===== src/hdl/ifou_pkg.sv =====
/*
 * constants, types and field layout of the upper input frame offset block
 * (streams 4 to 7): register map, reset values, bit-cell timing.
 * assumes a single system clock and an avalon-mm register bus.
 */
// Function
// - four nibbles: three offset bits, edge bit lowest
// - offset bits delay bit 0 capture
// - delay counted from frame pulse, up to 4.5
// - shift equals offset plus half when edge set
// - zero offset, edge set gives half period
// - offset codes above four are not valid
// - offset register at index four, resets zero
package ifou_pkg;

    ////////////////////////////////////////////////////////////////////////////
    // register map
    localparam int unsigned IFOU_ADDR_W = 8;
    localparam logic [7:0] IFOU_IDX_OFFSET = 8'h04; // offset register index
    localparam logic [7:0] IFOU_IDX_STATUS = 8'h05; // stream status index
    localparam logic [7:0] IFOU_ADDR_OFFSET = 8'h10; // byte address, index times four
    localparam logic [7:0] IFOU_ADDR_STATUS = 8'h14;
    localparam logic [15:0] IFOU_OFFSET_RST = 16'h0000;
    localparam logic [31:0] IFOU_RDATA_RST = 32'h00000000;

    ////////////////////////////////////////////////////////////////////////////
    // field layout
    localparam int unsigned IFOU_STREAMS = 4;
    localparam int unsigned IFOU_SLOT_W = 4;
    localparam int unsigned IFOU_LATCH_POS = 0;
    localparam int unsigned IFOU_OFS_LSB = 1;
    localparam int unsigned IFOU_STAT_GCI_POS = 4;
    localparam logic [2:0] IFOU_OFS_MAX = 3'h4;

    ////////////////////////////////////////////////////////////////////////////
    // timing: link edges are half clock periods
    localparam logic [3:0] IFOU_HALF_MAX = 4'h9; // 4.5 clock periods
    localparam logic [1:0] IFOU_PHASE_MID = 2'h1; // mid-cell edge, half of a bit cell
    localparam logic [1:0] IFOU_PHASE_TQ = 2'h2; // three-quarter edge
    localparam logic [2:0] IFOU_BIT_LAST = 3'h7;

    typedef struct packed {
        logic [2:0] offset;
        logic latch;
    } ifou_cfg_t;

    typedef struct packed {
        logic [7:0] data;
        logic valid;
        logic start;
    } ifou_rx_t;

endpackage


===== src/hdl/ifou_stream.sv =====
/*
 * one serial receiver: delays frame start by the programmed half periods,
 * then shifts in bits on the selected edge and emits bytes.
 * assumes edge pulses and data already synchronised to clk_sys.
 */
module ifou_stream (
    input wire logic clk_sys,
    input wire logic rst_b,
    input wire logic linkRise,
    input wire logic linkFall,
    input wire logic frameRef,
    input wire logic gciMode,
    input wire logic rxBit,
    input wire ifou_pkg::ifou_cfg_t cfg,
    output ifou_pkg::ifou_rx_t rxOut
);
    import ifou_pkg::*;

    logic armed_q, armed_d;
    logic running_q, running_d;
    logic [3:0] waitCnt_q, waitCnt_d;
    logic [1:0] phase_q, phase_d;
    logic [2:0] bitCnt_q, bitCnt_d;
    logic [7:0] shift_q, shift_d;
    ifou_rx_t out_q, out_d;

    ////////////////////////////////////////////////////////////////////////////
    // delay in half periods, undefined codes held at the largest valid one
    wire logic [2:0] ofsEff = (cfg.offset > IFOU_OFS_MAX) ? IFOU_OFS_MAX : cfg.offset;
    wire logic [3:0] delayHalf = {ofsEff, cfg.latch};
    wire logic anyEdge = linkRise | linkFall;
    wire logic [3:0] waitNext = waitCnt_q + 4'h1;
    wire logic startNow = (frameRef & (delayHalf == 4'h0))
        | (armed_q & anyEdge & (waitNext == delayHalf));
    // edge choice by mode and edge bit
    wire logic selEdge = gciMode ? (cfg.latch ? linkRise : linkFall)
                                 : (cfg.latch ? linkFall : linkRise);
    wire logic sampleNow = running_q & ~startNow & selEdge
        & ((phase_q == IFOU_PHASE_MID) | (phase_q == IFOU_PHASE_TQ));
    wire logic [7:0] shiftNext = {shift_q[6:0], rxBit};

    ////////////////////////////////////////////////////////////////////////////
    // frame start delay and bit-cell tracking
    always_comb begin
        armed_d = armed_q;
        waitCnt_d = waitCnt_q;
        running_d = running_q;
        phase_d = phase_q;
        bitCnt_d = bitCnt_q;
        shift_d = shift_q;
        out_d = '0;
        out_d.data = out_q.data;
        if (frameRef) begin
            armed_d = (delayHalf != 4'h0);
            waitCnt_d = 4'h0;
        end else if (armed_q & anyEdge) begin
            waitCnt_d = waitNext;
            if (waitNext == delayHalf) begin
                armed_d = 1'b0;
            end
        end
        if (startNow) begin
            running_d = 1'b1;
            phase_d = 2'h0;
            bitCnt_d = 3'h0;
            out_d.start = 1'b1;
        end else if (running_q & anyEdge) begin
            phase_d = phase_q + 2'h1;
        end
        if (sampleNow) begin
            shift_d = shiftNext;
            bitCnt_d = bitCnt_q + 3'h1;
            if (bitCnt_q == IFOU_BIT_LAST) begin
                out_d.data = shiftNext;
                out_d.valid = 1'b1;
            end
        end
    end

    // state registers
    always_ff @(posedge clk_sys or negedge rst_b) begin
        if (!rst_b) begin
            armed_q <= 1'b0;
            waitCnt_q <= 4'h0;
            running_q <= 1'b0;
            phase_q <= 2'h0;
            bitCnt_q <= 3'h0;
            shift_q <= 8'h00;
            out_q <= '0;
        end else begin
            armed_q <= armed_d;
            waitCnt_q <= waitCnt_d;
            running_q <= running_d;
            phase_q <= phase_d;
            bitCnt_q <= bitCnt_d;
            shift_q <= shift_d;
            out_q <= out_d;
        end
    end

    assign rxOut = out_q;
endmodule


===== src/hdl/ifou_top.sv =====
/*
 * upper input frame offset block: avalon-mm slave holding the offset
 * register for streams 4 to 7, pin synchronisers and four receivers.
 * assumes link clock, frame pulse, mode and data pins are asynchronous
 * to clk_sys and that the link clock is much slower than clk_sys.
 */
// Decided for this implementation: the placing of the registers and the Avalon-MM register port.
module ifou_top (
    input wire logic clk_sys,
    input wire logic rst_b,
    input wire logic [ifou_pkg::IFOU_ADDR_W-1:0] avs_address,
    input wire logic avs_read,
    input wire logic avs_write,
    input wire logic [31:0] avs_writedata,
    input wire logic [3:0] avs_byteenable,
    output logic [31:0] avs_readdata,
    output logic avs_waitrequest,
    input wire logic linkClk,
    input wire logic framePulseIn_b,
    input wire logic gciModeIn,
    input wire logic [3:0] rxPin,
    output ifou_pkg::ifou_rx_t [3:0] rxOut
);
    import ifou_pkg::*;

    logic [15:0] offset_q, offset_d;
    logic [31:0] rdata_q, rdata_d;
    logic ack_q;
    logic [6:0] syncA_q, syncB_q;
    logic linkPrev_q;
    logic frameHeld_q;
    logic [3:0] aligned_q;

    ////////////////////////////////////////////////////////////////////////////
    // two-stage synchronisers: link clock, frame pulse, mode, four data pins
    wire logic [6:0] pinsRaw = {rxPin, gciModeIn, framePulseIn_b, linkClk};
    always_ff @(posedge clk_sys or negedge rst_b) begin
        if (!rst_b) begin
            syncA_q <= 7'h06; // idle: frame pulse and mode high
            syncB_q <= 7'h06;
        end else begin
            syncA_q <= pinsRaw;
            syncB_q <= syncA_q;
        end
    end

    wire logic linkS = syncB_q[0];
    wire logic frameS_b = syncB_q[1];
    wire logic gciS = syncB_q[2];
    wire logic [3:0] rxS = syncB_q[6:3];

    ////////////////////////////////////////////////////////////////////////////
    // link edges and the frame reference edge
    wire logic linkRise = linkS & ~linkPrev_q;
    wire logic linkFall = ~linkS & linkPrev_q;
    wire logic frameAct = gciS ? frameS_b : ~frameS_b; // active high in gci mode
    wire logic refEdge = gciS ? linkRise : linkFall;
    wire logic frameRef = refEdge & frameAct & ~frameHeld_q;

    // edge history and one reference per frame pulse
    always_ff @(posedge clk_sys or negedge rst_b) begin
        if (!rst_b) begin
            linkPrev_q <= 1'b0;
            frameHeld_q <= 1'b0;
        end else begin
            linkPrev_q <= linkS;
            frameHeld_q <= frameAct & (frameHeld_q | refEdge);
        end
    end

    ////////////////////////////////////////////////////////////////////////////
    // avalon decode: one wait state, then answer
    wire logic busReq = avs_read | avs_write;
    wire logic hitOffset = (avs_address == IFOU_ADDR_OFFSET);
    wire logic hitStatus = (avs_address == IFOU_ADDR_STATUS);
    wire logic doWrite = avs_write & ack_q & hitOffset;
    wire logic [31:0] statusWord = {27'h0, gciS, aligned_q};
    assign avs_waitrequest = busReq & ~ack_q;

    // register write by byte lane, read data staged before the answer edge
    always_comb begin
        offset_d = offset_q;
        if (doWrite & avs_byteenable[0]) begin
            offset_d[7:0] = avs_writedata[7:0];
        end
        if (doWrite & avs_byteenable[1]) begin
            offset_d[15:8] = avs_writedata[15:8];
        end
        rdata_d = rdata_q;
        if (avs_read & ~ack_q) begin
            rdata_d = hitOffset ? {16'h0, offset_q} : hitStatus ? statusWord : 32'h0;
        end
    end

    // bus registers
    always_ff @(posedge clk_sys or negedge rst_b) begin
        if (!rst_b) begin
            offset_q <= IFOU_OFFSET_RST;
            rdata_q <= IFOU_RDATA_RST;
            ack_q <= 1'b0;
        end else begin
            offset_q <= offset_d;
            rdata_q <= rdata_d;
            ack_q <= busReq & ~ack_q;
        end
    end

    assign avs_readdata = rdata_q;

    ////////////////////////////////////////////////////////////////////////////
    // receivers, stream 4 in the low nibble
    genvar gi;
    generate
        for (gi = 0; gi < IFOU_STREAMS; gi++) begin : g_stream
            ifou_cfg_t cfg;
            assign cfg.latch = offset_q[gi*IFOU_SLOT_W+IFOU_LATCH_POS];
            assign cfg.offset = offset_q[gi*IFOU_SLOT_W+IFOU_OFS_LSB +: 3];
            ifou_stream u_stream (
                .clk_sys(clk_sys),
                .rst_b(rst_b),
                .linkRise(linkRise),
                .linkFall(linkFall),
                .frameRef(frameRef),
                .gciMode(gciS),
                .rxBit(rxS[gi]),
                .cfg(cfg),
                .rxOut(rxOut[gi])
            );
        end
    endgenerate

    // per-stream frame seen since reset
    always_ff @(posedge clk_sys or negedge rst_b) begin
        if (!rst_b) begin
            aligned_q <= 4'h0;
        end else begin
            aligned_q <= aligned_q | {rxOut[3].start, rxOut[2].start,
                                      rxOut[1].start, rxOut[0].start};
        end
    end
endmodule


===== config.mk =====
export PLATFORM = sky130hd
export DESIGN_NAME = ifou_top
export DESIGN_NICKNAME = d
export VERILOG_FILES = /design/src/hdl/ifou_pkg.sv /design/src/hdl/ifou_stream.sv /design/src/hdl/ifou_top.sv
export SDC_FILE = /design/constraint.sdc
export NUM_CORES = 1
export LEC_CHECK = 0
export ABC_AREA = 1
export BUFFER_PORTS_ARGS = -buffer_cell sky130_fd_sc_hd__buf_2
export CORE_ASPECT_RATIO = 0.7
export CORE_MARGIN = 2
export CORE_UTILIZATION = 50
export CTS_CLUSTER_DIAMETER = 80
export DETAILED_ROUTE_END_ITERATION = 12
export GPL_TIMING_DRIVEN = 0
export PLACE_DENSITY = 0.81
export SYNTH_ARGS = -nofsm -noshare
export SYNTH_HDL_FRONTEND = slang
export SYNTH_HIERARCHICAL = 1
export SYNTH_SLANG_ARGS = --single-unit

===== constraint.sdc =====
create_clock -name clk_sys -period 2.1 [get_ports clk_sys]
set_input_delay 0.42 -clock clk_sys [delete_from_list [all_inputs] [get_ports clk_sys]]
set_output_delay 0.42 -clock clk_sys [all_outputs]
set_load 0.05 [all_outputs]

# Yosys cells after proc, flatten, opt, wreduce, memory -nomap -nowiden
# Index checks and enable logic that the tools add are counted.
totals:
  register_bits: 181
  latchBits: 0
  ramBits: 0
  romBits: 0
  inputBits: 55
  elab_cells: 239
  n_memories: 0
classes:
  add_sub_neg: 12
  multipliers: 0
  div_mod_pow: 0
  order_cmp: 4
  n_eq_ne: 18
  shifts: 0
  muxes: 68
  bitwise: 60
  n_reduce_logical: 32
op_table:
  columns: ["op", "n"]
  rows:
  - ["$and A1 B1 Y1", 39]
  - ["$mux W1", 38]
  - ["$mux W3", 12]
  - ["$mux W4", 8]
  - ["$reduce_bool A2 Y1", 16]
  - ["$add A4 B1 Y4 const B", 4]
  - ["$eq A4 B4 Y1", 4]
  - ["$eq A8 B5 Y1 const B", 2]
  - ["$logic_not A4 Y1", 4]
  - ["$mux W16", 1]
  - ["$mux W2", 8]
  - ["$reduce_and A2 Y1", 8]
  - ["$reduce_bool A4 Y1", 4]
  - ["$add A3 B1 Y3 const B", 4]
  - ["$eq A3 B3 Y1 const B", 4]
  - ["$gt A3 B3 Y1 const B", 4]
  - ["$or A1 B1 Y1", 11]
  - ["$not A1 Y1", 9]
  - ["$add A2 B1 Y2 const B", 4]
  - ["$eq A2 B1 Y1 const B", 4]
  - ["$eq A2 B2 Y1 const B", 4]
  - ["$mux W5", 1]
  - ["$or A4 B4 Y4", 1]

# Depth between registers and ports, before layout
# Gate-level depths: netlist of the first run.
depth:
  ltp_word: 12
  mapped_depth: 13
  mapped_depth_nobuf: 13

# Modules after synthesis
# The synthesis of the first run kept the hierarchy.
modules_own_cells:
  columns: ["module", "instances", "cells_per_inst", "area_each_um2", "seq_area_each_um2"]
  rows:
  - ["ifou_stream", 4, 169, 1427.6, 700.7]
  - ["ifou_top", 1, 233, 2209.6, 1331.3]

# Least setup slack after synthesis of the first run
# No wires, ideal clock.
synth_timing:
  path_type: "reg-to-reg"
  startpoint: "register linkPrev_q"
  endpoint: "register g_stream[0].u_stream.out_q (netlist bit g_stream[0].u_stream/rxOut[3])"
  setup_ns: 0.118
  t_arrival_ns: 2.098
  required_ns: 1.982
  setup_slack_ns: -0.116
  stages_incl_launch_ff: 12
  cell_sequence: "dfrtp_1 -> nor2_1 -> nand2_1 -> o21ai_0 -> nand2_1 -> nor2_1 -> nand4_1 -> inv_2 -> nor2_8 -> buf_6 -> nand4_1 -> nand2_1"
synth_via:
  elab_chain_len: 12
  word_cells_on_any_way: 19
  cone_classes: "mux (4); bitwise (14); reduce/logical (1)"
synth_lines:
  columns: ["element", "line_no", "source"]
  rows:
  - ["from (decl)", "ifou_top.sv:30", "logic linkPrev_q;"]
  - ["from (signal assigned)", "ifou_top.sv:66", "linkPrev_q <= linkS;"]
  - ["$not A1 Y1", "ifou_top.sv:54", "wire logic linkRise = linkS & ~linkPrev_q;"]
  - ["$and A1 B1 Y1", "ifou_top.sv:54", null]
  - ["net linkRise", "ifou_top.sv:54", null]
  - ["$mux W1", "ifou_top.sv:57", "wire logic refEdge = gciS ? linkRise : linkFall;"]
  - ["$and A1 B1 Y1 (2 in a row)", "ifou_top.sv:58", "wire logic frameRef = refEdge & frameAct & ~frameHeld_q;"]
  - ["net frameRef", "ifou_top.sv:58", null]
  - ["$and A1 B1 Y1", "ifou_stream.sv:33", "wire logic startNow = (frameRef & (delayHalf == 4'h0))"]
  - ["$or A1 B1 Y1", "ifou_stream.sv:34", "| (armed_q & anyEdge & (waitNext == delayHalf));"]
  - ["$not A1 Y1", "ifou_stream.sv:38", "wire logic sampleNow = running_q & ~startNow & selEdge"]
  - ["$and A1 B1 Y1 (2 in a row)", "ifou_stream.sv:38", null]
  - ["$and A1 B1 Y1", "ifou_stream.sv:39", "& ((phase_q == IFOU_PHASE_MID) | (phase_q == IFOU_PHASE_TQ));"]
  - ["$reduce_and A2 Y1 (no source line)", null, null]
  - ["to (signal assigned)", "ifou_stream.sv:97", "out_q <= out_d;"]
  - ["to (decl)", "ifou_stream.sv:25", "ifou_rx_t out_q, out_d;"]
# The timed path passes the listed nets, and every way through them passes these cells.
# A chain may end at the register's enable or synchronous reset.

# Worst setup path in the final report of the first run
layout_timing:
  startpoint: "register syncB_q[2]"
  endpoint: "register g_stream[1].u_stream.out_q (netlist bit g_stream[1].u_stream/rxOut[4])"
layout_via:
  elab_chain_len: 10
  word_cells_on_any_way: 12
  cone_classes: "mux (3); bitwise (8); reduce/logical (1)"
layout_lines:
  columns: ["element", "line_no", "source"]
  rows:
  - ["from (decl)", "ifou_top.sv:29", "logic [6:0] syncA_q, syncB_q;"]
  - ["from (signal assigned)", "ifou_top.sv:43", "syncB_q <= syncA_q;"]
  - ["$mux W1, on equally long branches", "ifou_top.sv:57, ifou_top.sv:56", null]
  - ["$and A1 B1 Y1 * (2 in a row)", "ifou_top.sv:58", null]
  - ["net frameRef", "ifou_top.sv:58", null]
  - ["$and A1 B1 Y1 *", "ifou_stream.sv:33", null]
  - ["$or A1 B1 Y1 *", "ifou_stream.sv:34", null]
  - ["$not A1 Y1 *", "ifou_stream.sv:38", null]
  - ["$and A1 B1 Y1 * (2 in a row)", "ifou_stream.sv:38", null]
  - ["$and A1 B1 Y1 *", "ifou_stream.sv:39", null]
  - ["$reduce_and A2 Y1 (no source line) *", null, null]
  - ["to (signal assigned)", "ifou_stream.sv:97", null]
  - ["to (decl)", "ifou_stream.sv:25", null]
# The timed path passes the listed nets; every way through them passes the cells marked *.

==> results.txt, run 1 <==
Leading area contributor after synthesis: dfrtp_1
NetSw: 3.909 mW
RSZ-0062 raised after global routing: false
P_leak: 5.228 nW
Post-synth ARST share: 1.000
First-pass GRT wire length: 29800 microns
Switching share of power: 0.3609
Vias in the first global route: 6211
Clk buf depth: 2
Total die area: 16880 sq um
Critical path class: reg -> reg
Fin area: 9504 sq um
Nets: 1114
Fin Setup TNS: 0 ns
Setup crit end kind: register
Synth top area share: 0.5087
Most frequent cell after synthesis: nand2_1
Logic pwr share: 0.274
CP peak stage delay: 0.57 ns
Data arrival, critical path: 2.30 ns
Syn Inst Count: 909
Clock Tree Root: clkbuf_16
Number of synthesized register bits: 165
Met2 Track Usage GR: 0.3543
PD cells: 1140 nW/um^2
Core area: 15500 sq um
Mapped cell area: 7920 sq um
Worst Tran Pin Value: 0.6016 ns
Met3 Usage GRT: 0.04533
Min-delay worst type: in -> reg
Placer Congestion: 0.9205
Seq pwr share: 0.408
WL/cell: 14.01 microns
Filler Cell Count: 1306
Die Wd: 154.4 microns
Clock transition at the registers of the reported paths: 0.07 ns
Port Buffers: 91
Placed cell area: 8722 sq um
Total wire length: 17660 microns
Final ANT Viol Nets: 0
VDD IR max: 0.6427 mV
Initial core utilization: 0.5110
Post-Route Skew: 0.01805 ns
CP Buf/Inv Count: 4
Post-synth top flop: dfrtp_1
Clock power share: 0.318
Critical path's slowest cell: dfstp_2
Gr busiest metal: met2
Final HPWL DP: 12120 microns
Post-layout min period: 1.931 ns
Critical Path Start Type: register
DR vias/cell: 5.176
Clk sinks: 165
Pre-antenna DRT Iters: 7
Final setup fails: 0
Share of the yosys chip area belonging to registers: 0.5220
Gr usage total: 0.2215
Internal power: 6.923 mW
I/O Pins: 128
Rows: 38
Worst EP required: 2.47 ns
Die Height: 109.3 microns
Post-synth EDFFs: 0
CP Cell Sequence: xor2_1 -> inv_1 -> nand2_1 -> nor2_4 -> buf_12 -> nand4_1 -> inv_2 -> nor2_8 -> buf_8 -> nand4_1 -> nand2_1
Maxcap violations: 0
Hold Fails Final Rpt: 0
Final period utilization: 0.9193
CTS Buf Count: 17
Top cells by area, synth: dfrtp_1 51%, nand2_1 16%, nand4_1 4.7%
Slew Viols, Final: 0
Largest net degree at the start of global routing: 89
Distinct cells, synth: 31
Met1 usage: 0.3099
Gr ovfl total: 0
Rel. slew slack: 0.5989
Synthesized area per cell: 8.713 sq um
H-tree Lvls: 4
CTS tree: built
DR vias: 6527
Crit-path leading delay family: simple AND/OR/NAND/NOR gates
Yosys Warn Count: 6
Largest fanout on the critical path: 10
Area Growth Syn to Fin: 20.00%
Initial antenna violation count: 1
Residual DRC: 0
Layout cells sized above 1: 0.2434
Initial DRC Count: 587
Fmax: 0.5180 GHz
Status: finished, final reports clean
List of most frequent post-synthesis cells: 339 x nand2_1, 161 x dfrtp_1, 71 x nand3_1, 64 x inv_1, 60 x nand4_1
Clk_lat worst skew: 0.43 ns
power groups by stage:
stage                     logic (mW)  clock network, mW  registers [mW]
final                           2.97               3.44            4.42
after global routing            3.34               3.64            4.51
after CTS                       2.95               3.49            4.40
after detailed placement        2.90                  0            4.45
after global placement          2.76                  0            4.42
after floorplan                 2.19                  0            4.43
registers in the layout (all words and copies together), names as in the netlist:
| signal | cells |
|---|---|
| g_stream.u_stream/shift_q | 28 |
| g_stream.u_stream/armed_q | 4 |
| g_stream.u_stream/running_q | 4 |
| g_stream.u_stream/phase_q | 8 |
| avs_readdata | 16 |
| ack_q | 1 |
| g_stream.u_stream/rxOut | 40 |
| g_stream.u_stream/waitCnt_q | 16 |
| syncA_q | 7 |
| offset_q | 16 |
| frameHeld_q | 1 |
| aligned_q | 4 |
| syncB_q | 7 |
| g_stream.u_stream/bitCnt_q | 12 |
| linkPrev_q | 1 |
cell usage in the layout, fill, tap and decap left out, types with 5 or more instances in the layout:
| master | instances |
|---|---|
| nor2_2 | 7 |
| nand3_2 | 12 |
| conb_1 | 16 |
| nand2_1 | 338 |
| nor2_4 | 14 |
| inv_6 | 6 |
| o21ai_1 | 12 |
| inv_2 | 18 |
| nor2_1 | 38 |
| o21ai_0 | 9 |
| dfrtp_1 | 161 |
| nand3_1 | 71 |
| xnor2_1 | 8 |
| nand2_2 | 13 |
| buf_6 | 5 |
| buf_2 | 98 |
| ha_1 | 12 |
| buf_4 | 31 |
| nand4_1 | 60 |
| inv_1 | 62 |
| clkbuf_16 | 17 |
area by class of cell:
cell class,count,area [sq um],share of cell area
Sequential cell,165,4134,0.4350
Multi-Input combinational cell,641,3276,0.3447
Timing Repair Buffer,104,598.1,0.06293
Clock buffer,18,439.2,0.04621
Inverter,82,311.5,0.03278
Buffer,36,284.0,0.02988
Tap cell,200,250.2,0.02633
Clock inverter,14,209.0,0.02199
Antenna cell,1,2.502,0.0002633
metrics by stage:
step / utilization / cells / worst slack (ns) / total power, mW / hold WS [ns]
after CTS: 0.6102 / 1256 / 0.001974 / 10.84 / 0.08220
after detailed placement: 0.5627 / 1216 / -0.8130 / 7.347 / 0.3347
final: 0.6132 / 1261 / 0.1694 / 10.83 / 0.09342
after floorplan: - / 924 / 0.03692 / 6.618 / 0.1244
after global placement: 0.5603 / 1215 / -1.889 / 7.179 / 0.3335
after global routing: 0.6130 / 1260 / 0.0003451 / 11.49 / 0.07738
cells by family (layout without fill, tap and decap cells):
logic type	after synthesis	after routing	share of synthesized area
and+or+nand+nor	570	570	0.3510
DFF	165	165	0.5220
buffers and inverters	118	254	0.07425
AOI/OAI and AO/OA	34	34	0.02338
adders and majority gates	12	12	0.01896
xor gates and xnor gates	9	9	0.009953
other	1	17	0.0004735
repair_timing:
action | CTS | global route
setup endpoints to repair | 112 | 84
setup buffers | 7 | 4
hold endpoints to repair | 9 | 0
cloned | 0 | 0
hold buffers | 1 | 0
pin swaps | 2 | 5
gates resized for setup | 3 | 6
worst paths after layout:
path / startpoint / to / slack, ns / depth (start not counted)
worst min register to register: syncA_q[3] / syncB_q[3] / 0.34 / 0
worst max register to register: syncB_q[2] / g_stream[1].u_stream/rxOut[4] / 0.17 / 11
min in group asynchronous: rst_b / g_stream[0].u_stream/waitCnt_q[0] / 0.54 / 2
worst min-delay path: gciModeIn / syncA_q[2] / 0.09 / 1
max in group asynchronous: rst_b / g_stream[3].u_stream/bitCnt_q[1] / 0.73 / 3
worst max-delay path: syncB_q[2] / g_stream[1].u_stream/rxOut[4] / 0.17 / 11
layer usage:
metal | share of wire | vias to the layer above
met2 | 0.46 | 209
met3 | 0.063 | 27
met1 | 0.46 | 3097
li1 | - | 3194
met4 | 0.012 | 0
met5 | 0 | -
Note: power is estimated with default switching activity, not from simulation.
==> inputs of run 2 (changes only) <==
RECOVER_POWER = 100   (was default)
==> run 2 against run 1 <==
Non-clock buffer count stayed put; design area is 1.6% lower; fmax is 1.9% lower; clock-buffer cell count is the same; core utilization fell by 0.97 points; flip-flop and latch count unchanged; sequential power barely moved; worst setup slack worse by 0.038 ns; combinational power is 2% lower; final cell count unchanged; largest cell class unchanged.
==> results.txt, run 2 (synthesized netlist as in run 1, its figures left out) <==
Status: finished, final reports clean
Worst EP required: 2.41 ns (-0.06 ns)
Multi-input gate area: 3241 sq um (-1.1%)
Setup ws final: 0.1319 ns (-0.03753 ns)
Final setup fails: 0 (unchanged)
Clk sinks: 165 (unchanged)
Pre-antenna DRT Iters: 6 (-1)
Vias in the first global route: 6211 (unchanged)
Fmax: 0.5081 GHz (-1.9%)
Clock transition at the registers of the reported paths: 0.07 ns (about the same)
Filler Cell Count: 1348 (+3.2%)
Reg2reg path depth: 13 (+2)
Initial antenna violation count: 1 (unchanged)
Total die area: 16880 sq um (unchanged)
Hold Fails Final Rpt: 0 (unchanged)
DR vias: 6539 (+0.18%)
CTS Buf Count: 17 (unchanged)
P_leak: 4.956 nW (-5.2%)
WL/cell: 14.12 microns (+0.84%)
Hold path start: gciModeIn
CP peak stage delay: 0.39 ns (-0.18 ns)
Nets: 1114 (unchanged)
Fin cells: 1261 (unchanged)
Clock Tree Root: clkbuf_16
Layout cells sized above 1: 0.1745 (-0.06887)
Final ANT Viol Nets: 0 (unchanged)
Pre-CTS WS: -0.8130 ns (unchanged)
Initial core utilization: 0.5110 (unchanged)
Port Buffers: 91 (unchanged)
CP Cell Sequence: inv_2 -> nand2_2 -> clkinvlp_4 -> nor2_1 -> nor2_1 -> nand2_1 -> nor2_1 -> nand2_2 -> nor2_4 -> nor2_8 -> buf_6 -> nand4_1 -> nand2_1
Die Height: 109.3 microns (unchanged)
PD cells: 1153 nW/um^2 (+1.2%)
Rel. slew slack: 0.2897 (-0.3093)
Worst Tran Pin Value: 1.065 ns (+0.4639 ns)
Placer Congestion: 0.9205 (unchanged)
Post-Route Skew: 0.01051 ns (-0.007542 ns)
Residual DRC: 0 (unchanged)
Worst reg-to-reg setup slack: 0.13 ns (-0.04 ns)
Gr ovfl total: 0 (unchanged)
Slew Viols, Final: 0 (unchanged)
Clk buf depth: 2 (unchanged)
Die Wd: 154.4 microns (unchanged)
Rows: 38 (unchanged)
Final HPWL DP: 12120 microns (unchanged)
H-tree Lvls: 4 (unchanged)
I/O Pins: 128 (unchanged)
Most frequent cells in the layout: 342 x nand2_1, 161 x dfrtp_1, 72 x nand3_1, 65 x inv_1, 62 x clkbuf_1
Fin Hold WS: 0.09813 ns (+0.004713 ns)
Min-delay worst type: in -> reg
Setup crit end kind: register
Inst Count DP: 1216 (unchanged)
Largest net degree at the start of global routing: 89 (unchanged)
Post-layout min period: 1.968 ns (+0.03753 ns)
Initial DRC Count: 543 (-7.5%)
Final Core Density: 0.6035 (-0.009687)
Area Growth Syn to Fin: 18.10%
VDD IR max: 0.6423 mV (about the same)
Critical path class: reg -> reg
Maxcap violations: 0 (unchanged)
Max FFs per register: 40 (unchanged)
Crit-path leading delay family: simple AND/OR/NAND/NOR gates
Gr usage total: 0.2215 (unchanged)
DR vias/cell: 5.186 (+0.18%)
CP startpoint: syncB_q[0]
CP Depth: 13 (+2)
Critical path's slowest cell: dfrtp_1
FF-to-FF End: g_stream[1].u_stream/rxOut[4]
Worst path most repeated cell: nor2_1
Critical Path Sink: g_stream[1].u_stream/rxOut[4]
Total wire length: 17810 microns (+0.84%)
Commonest non-fill, non-tap cell in the layout: nand2_1
Core area: 15500 sq um (unchanged)
Data arrival, critical path: 2.28 ns (-0.02 ns)
Critical Path Start Type: register
RSZ-0062 raised after global routing: false
Reg2reg start: syncB_q[0]
Largest fanout on the critical path: 10 (unchanged)
Clk_lat worst skew: 0.42 ns (about the same)
CP Buf/Inv Count: 3 (-1)
First-pass GRT wire length: 29800 microns (unchanged)
Final period utilization: 0.9372 (+0.01787)
CTS tree: built
Register Area: 4134 sq um (unchanged)
Tot Pwr: 10.78 mW (-0.44%)
## run 2: repair_timing
action                                  4_1_cts  5_1_grt
cloned                                        0        0
endpoints found under the hold margin         9        0
endpoints found under the setup margin      112       84
pin swaps                                     2        5
resized for setup                             3        6
setup buffers                                 7        4
hold buffers                                  1        0
## run 2: through the flow
stage | instance area (sq um) | setup TNS [ns]
3_3_place_gp | 8685 | -364.52
2_1_floorplan | 7979 | 0
4_1_cts | 9458 | 0
6_report | 9354 | 0
5_1_grt | 9351 | 0
3_5_place_dp | 8722 | -72.60
## run 2: final cells by class
cell class                      count  share of cell area
Sequential cell                   165              0.4419
Multi-Input combinational cell    641              0.3464
Buffer                             36             0.02782
Timing Repair Buffer              104             0.05417
Tap cell                          200             0.02675
Antenna cell                        1           0.0002675
Clock buffer                       18             0.04695
Clock inverter                     14             0.02234
Inverter                           82             0.03331
## run 2: how the worst min path moves through the flow
stage | slack, ns | to | cells after the start
after global placement | 0.33 | syncB_q[6] | 0
after CTS | 0.08 | syncA_q[2] | 1
final | 0.1 | syncA_q[2] | 1
after floorplan | 0.12 | ack_q | 0
after global routing | 0.08 | syncA_q[6] | 1
after detailed placement | 0.33 | syncB_q[0] | 0
## run 2: where the power goes
group	internal [mW]	leakage, nW	switching, mW
logic	1.01	2.49	1.92
clock network	2.06	0.315	1.38
registers	3.83	2.15	0.594
## run 2: per-layer routing
layer,GRT usage,vias up,share of wire
met1,0.3099,3134,0.46
met3,0.04533,17,0.062
met5,0,-,0
li1,-,3188,-
met2,0.3543,200,0.47
met4,0.06548,0,0.0089
==> inputs of run 3 (changes only) <==
RECOVER_POWER = 50   (was 100)
==> run 3 against run 2 <==
Final cell count is the same; routed wire length grew 0.27%; sequential share of layout area shrank 0.16 points; design area grew 0.36%; critical path depth shrank 2; worst hold slack lost 0.0036 ns.
==> results.txt, run 3 (synthesized netlist as in run 1, its figures left out) <==
Setup crit end kind: register
Initial core utilization: 0.5110 (unchanged)
Nets: 1114 (unchanged)
Rel. slew slack: 0.2772 (-0.01253)
CTS Buf Count: 17 (unchanged)
Rows: 38 (unchanged)
VDD IR max: 0.6442 mV (+0.30%)
RSZ-0062 raised after global routing: false
PD cells: 1153 nW/um^2 (about the same)
Die Height: 109.3 microns (unchanged)
Hold Fails Final Rpt: 0 (unchanged)
Min-delay worst type: in -> reg
CP startpoint: syncB_q[2]
CTS tree: built
Status: finished, final reports clean
Gr ovfl total: 0 (unchanged)
Fin Hold WS: 0.09450 ns (-0.003632 ns)
I/O Pins: 128 (unchanged)
Post-Route Skew: 0.01233 ns (+0.001818 ns)
Slew Viols, Final: 0 (unchanged)
Placer Congestion: 0.9205 (unchanged)
Maxcap violations: 0 (unchanged)
P_leak: 4.985 nW (+0.60%)
Clk buf depth: 2 (unchanged)
Worst reg-to-reg setup slack: 0.15 ns (+0.02 ns)
Reg2reg start: syncB_q[2]
DR vias: 6572 (+0.50%)
Commonest non-fill, non-tap cell in the layout: nand2_1
Residual DRC: 0 (unchanged)
Worst Tran Pin Value: 1.084 ns (+0.01879 ns)
Clk sinks: 165 (unchanged)
WL/cell: 14.16 microns (+0.27%)
Final setup fails: 0 (unchanged)
Pre-antenna DRT Iters: 5 (-1)
Largest fanout on the critical path: 10 (unchanged)
First-pass GRT wire length: 29800 microns (unchanged)
Max FFs per register: 40 (unchanged)
Worst EP required: 2.47 ns (+0.06 ns)
Largest net degree at the start of global routing: 89 (unchanged)
Data arrival, critical path: 2.31 ns (+0.03 ns)
Vias in the first global route: 6211 (unchanged)
Final ANT Viol Nets: 0 (unchanged)
Critical Path Start Type: register
Final period utilization: 0.9264 (-0.01075)
Layout cells sized above 1: 0.1887 (+0.01415)
Most frequent cells in the layout: 338 x nand2_1, 161 x dfrtp_1, 72 x nand3_1, 63 x inv_1, 60 x nand4_1
Total die area: 16880 sq um (unchanged)
Hold path start: gciModeIn
Clk_lat worst skew: 0.43 ns (about the same)
Fin Setup TNS: 0 ns (unchanged)
Area Growth Syn to Fin: 18.53%
Initial antenna violation count: 1 (unchanged)
Initial DRC Count: 537 (-1.1%)
Clock Tree Root: clkbuf_16
H-tree Lvls: 4 (unchanged)
Clock transition at the registers of the reported paths: 0.07 ns (about the same)
Setup ws final: 0.1545 ns (+0.02258 ns)
Pre-CTS WS: -0.8130 ns (unchanged)
Post-layout min period: 1.946 ns (-0.02258 ns)
Die Wd: 154.4 microns (unchanged)
Fmax: 0.5140 GHz (+1.2%)
Port Buffers: 91 (unchanged)
Core area: 15500 sq um (unchanged)
Gr usage total: 0.2215 (unchanged)
DR vias/cell: 5.212 (+0.50%)
Critical path class: reg -> reg
Final HPWL DP: 12120 microns (unchanged)
Total wire length: 17860 microns (+0.27%)
==> run 3: cell types whose count changed in the layout (fill, tap and decap cells not counted), sizes merged <==
cell | before | now
buf | 73 | 83
clkbuf | 84 | 74
==> run 3: final timing paths <==
path | to | cells past startpoint
setup / recovery | g_stream[1].u_stream/rxOut[4] | 11
hold / removal | syncA_q[2] | 1
setup reg to reg | g_stream[1].u_stream/rxOut[4] | 11
hold reg to reg | syncB_q[3] | 0
max in group asynchronous | g_stream[3].u_stream/bitCnt_q[1] | 3
min in group asynchronous | g_stream[0].u_stream/waitCnt_q[0] | 2
==> run 3: power by group <==
group	switching [mW]	total (mW)	leakage, nW	internal (mW)
clock network	1.38	3.44	0.315	2.06
logic	1.94	2.96	2.52	1.02
registers	0.594	4.42	2.15	3.83
total	3.91	10.8	4.99	6.91
==> run 3: cell type report <==
type / count / area [sq um]
inverters: 82 / 311.5
multi-input cells: 641 / 3258
clock inverters: 14 / 209.0
clock buffers: 18 / 439.2
diodes: 1 / 2.502
repair buffers: 104 / 519.2
flip-flops and latches: 165 / 4134
plain buffers: 36 / 264.0
fillers: 1333 / 6112
well taps: 200 / 250.2
==> run 3: per-layer routing <==
layer / wire length [microns] / GRT usage
met1: 8170 / 0.3099
met2: 8364 / 0.3543
met3: 1114 / 0.04533
met4: 211 / 0.06548
met5: 0 / 0
==> run 3: what timing repair did <==
item / CTS / global route
resized for setup: 3 / 6
gates cloned: 0 / 0
hold endpoints to repair: 9 / 0
setup buffers: 7 / 4
endpoints found under the setup margin: 112 / 84
pin swaps: 2 / 5
hold buffers: 1 / 0
==> run 3: worst max-delay path: stages, from the launching register on <==
cell	delay (ns)
dfstp_2	0.57
xor2_1	0.16
inv_1	0.07
nand2_1	0.11
nor2_4	0.05
buf_12	0.14
nand4_1	0.19
inv_2	0.10
nor2_8	0.17
buf_8	0.16
nand4_1	0.10
nand2_1	0.08
==> run 3: through the flow <==
step,util,cells,instance area [sq um],power (mW)
floorplan,-,924,7979,6.618
global placement,0.5603,1215,8685,7.179
detailed placement,0.5627,1216,8722,7.347
CTS,0.6102,1256,9458,10.84
global route,0.6055,1260,9385,11.48
finish,0.6057,1261,9388,10.82
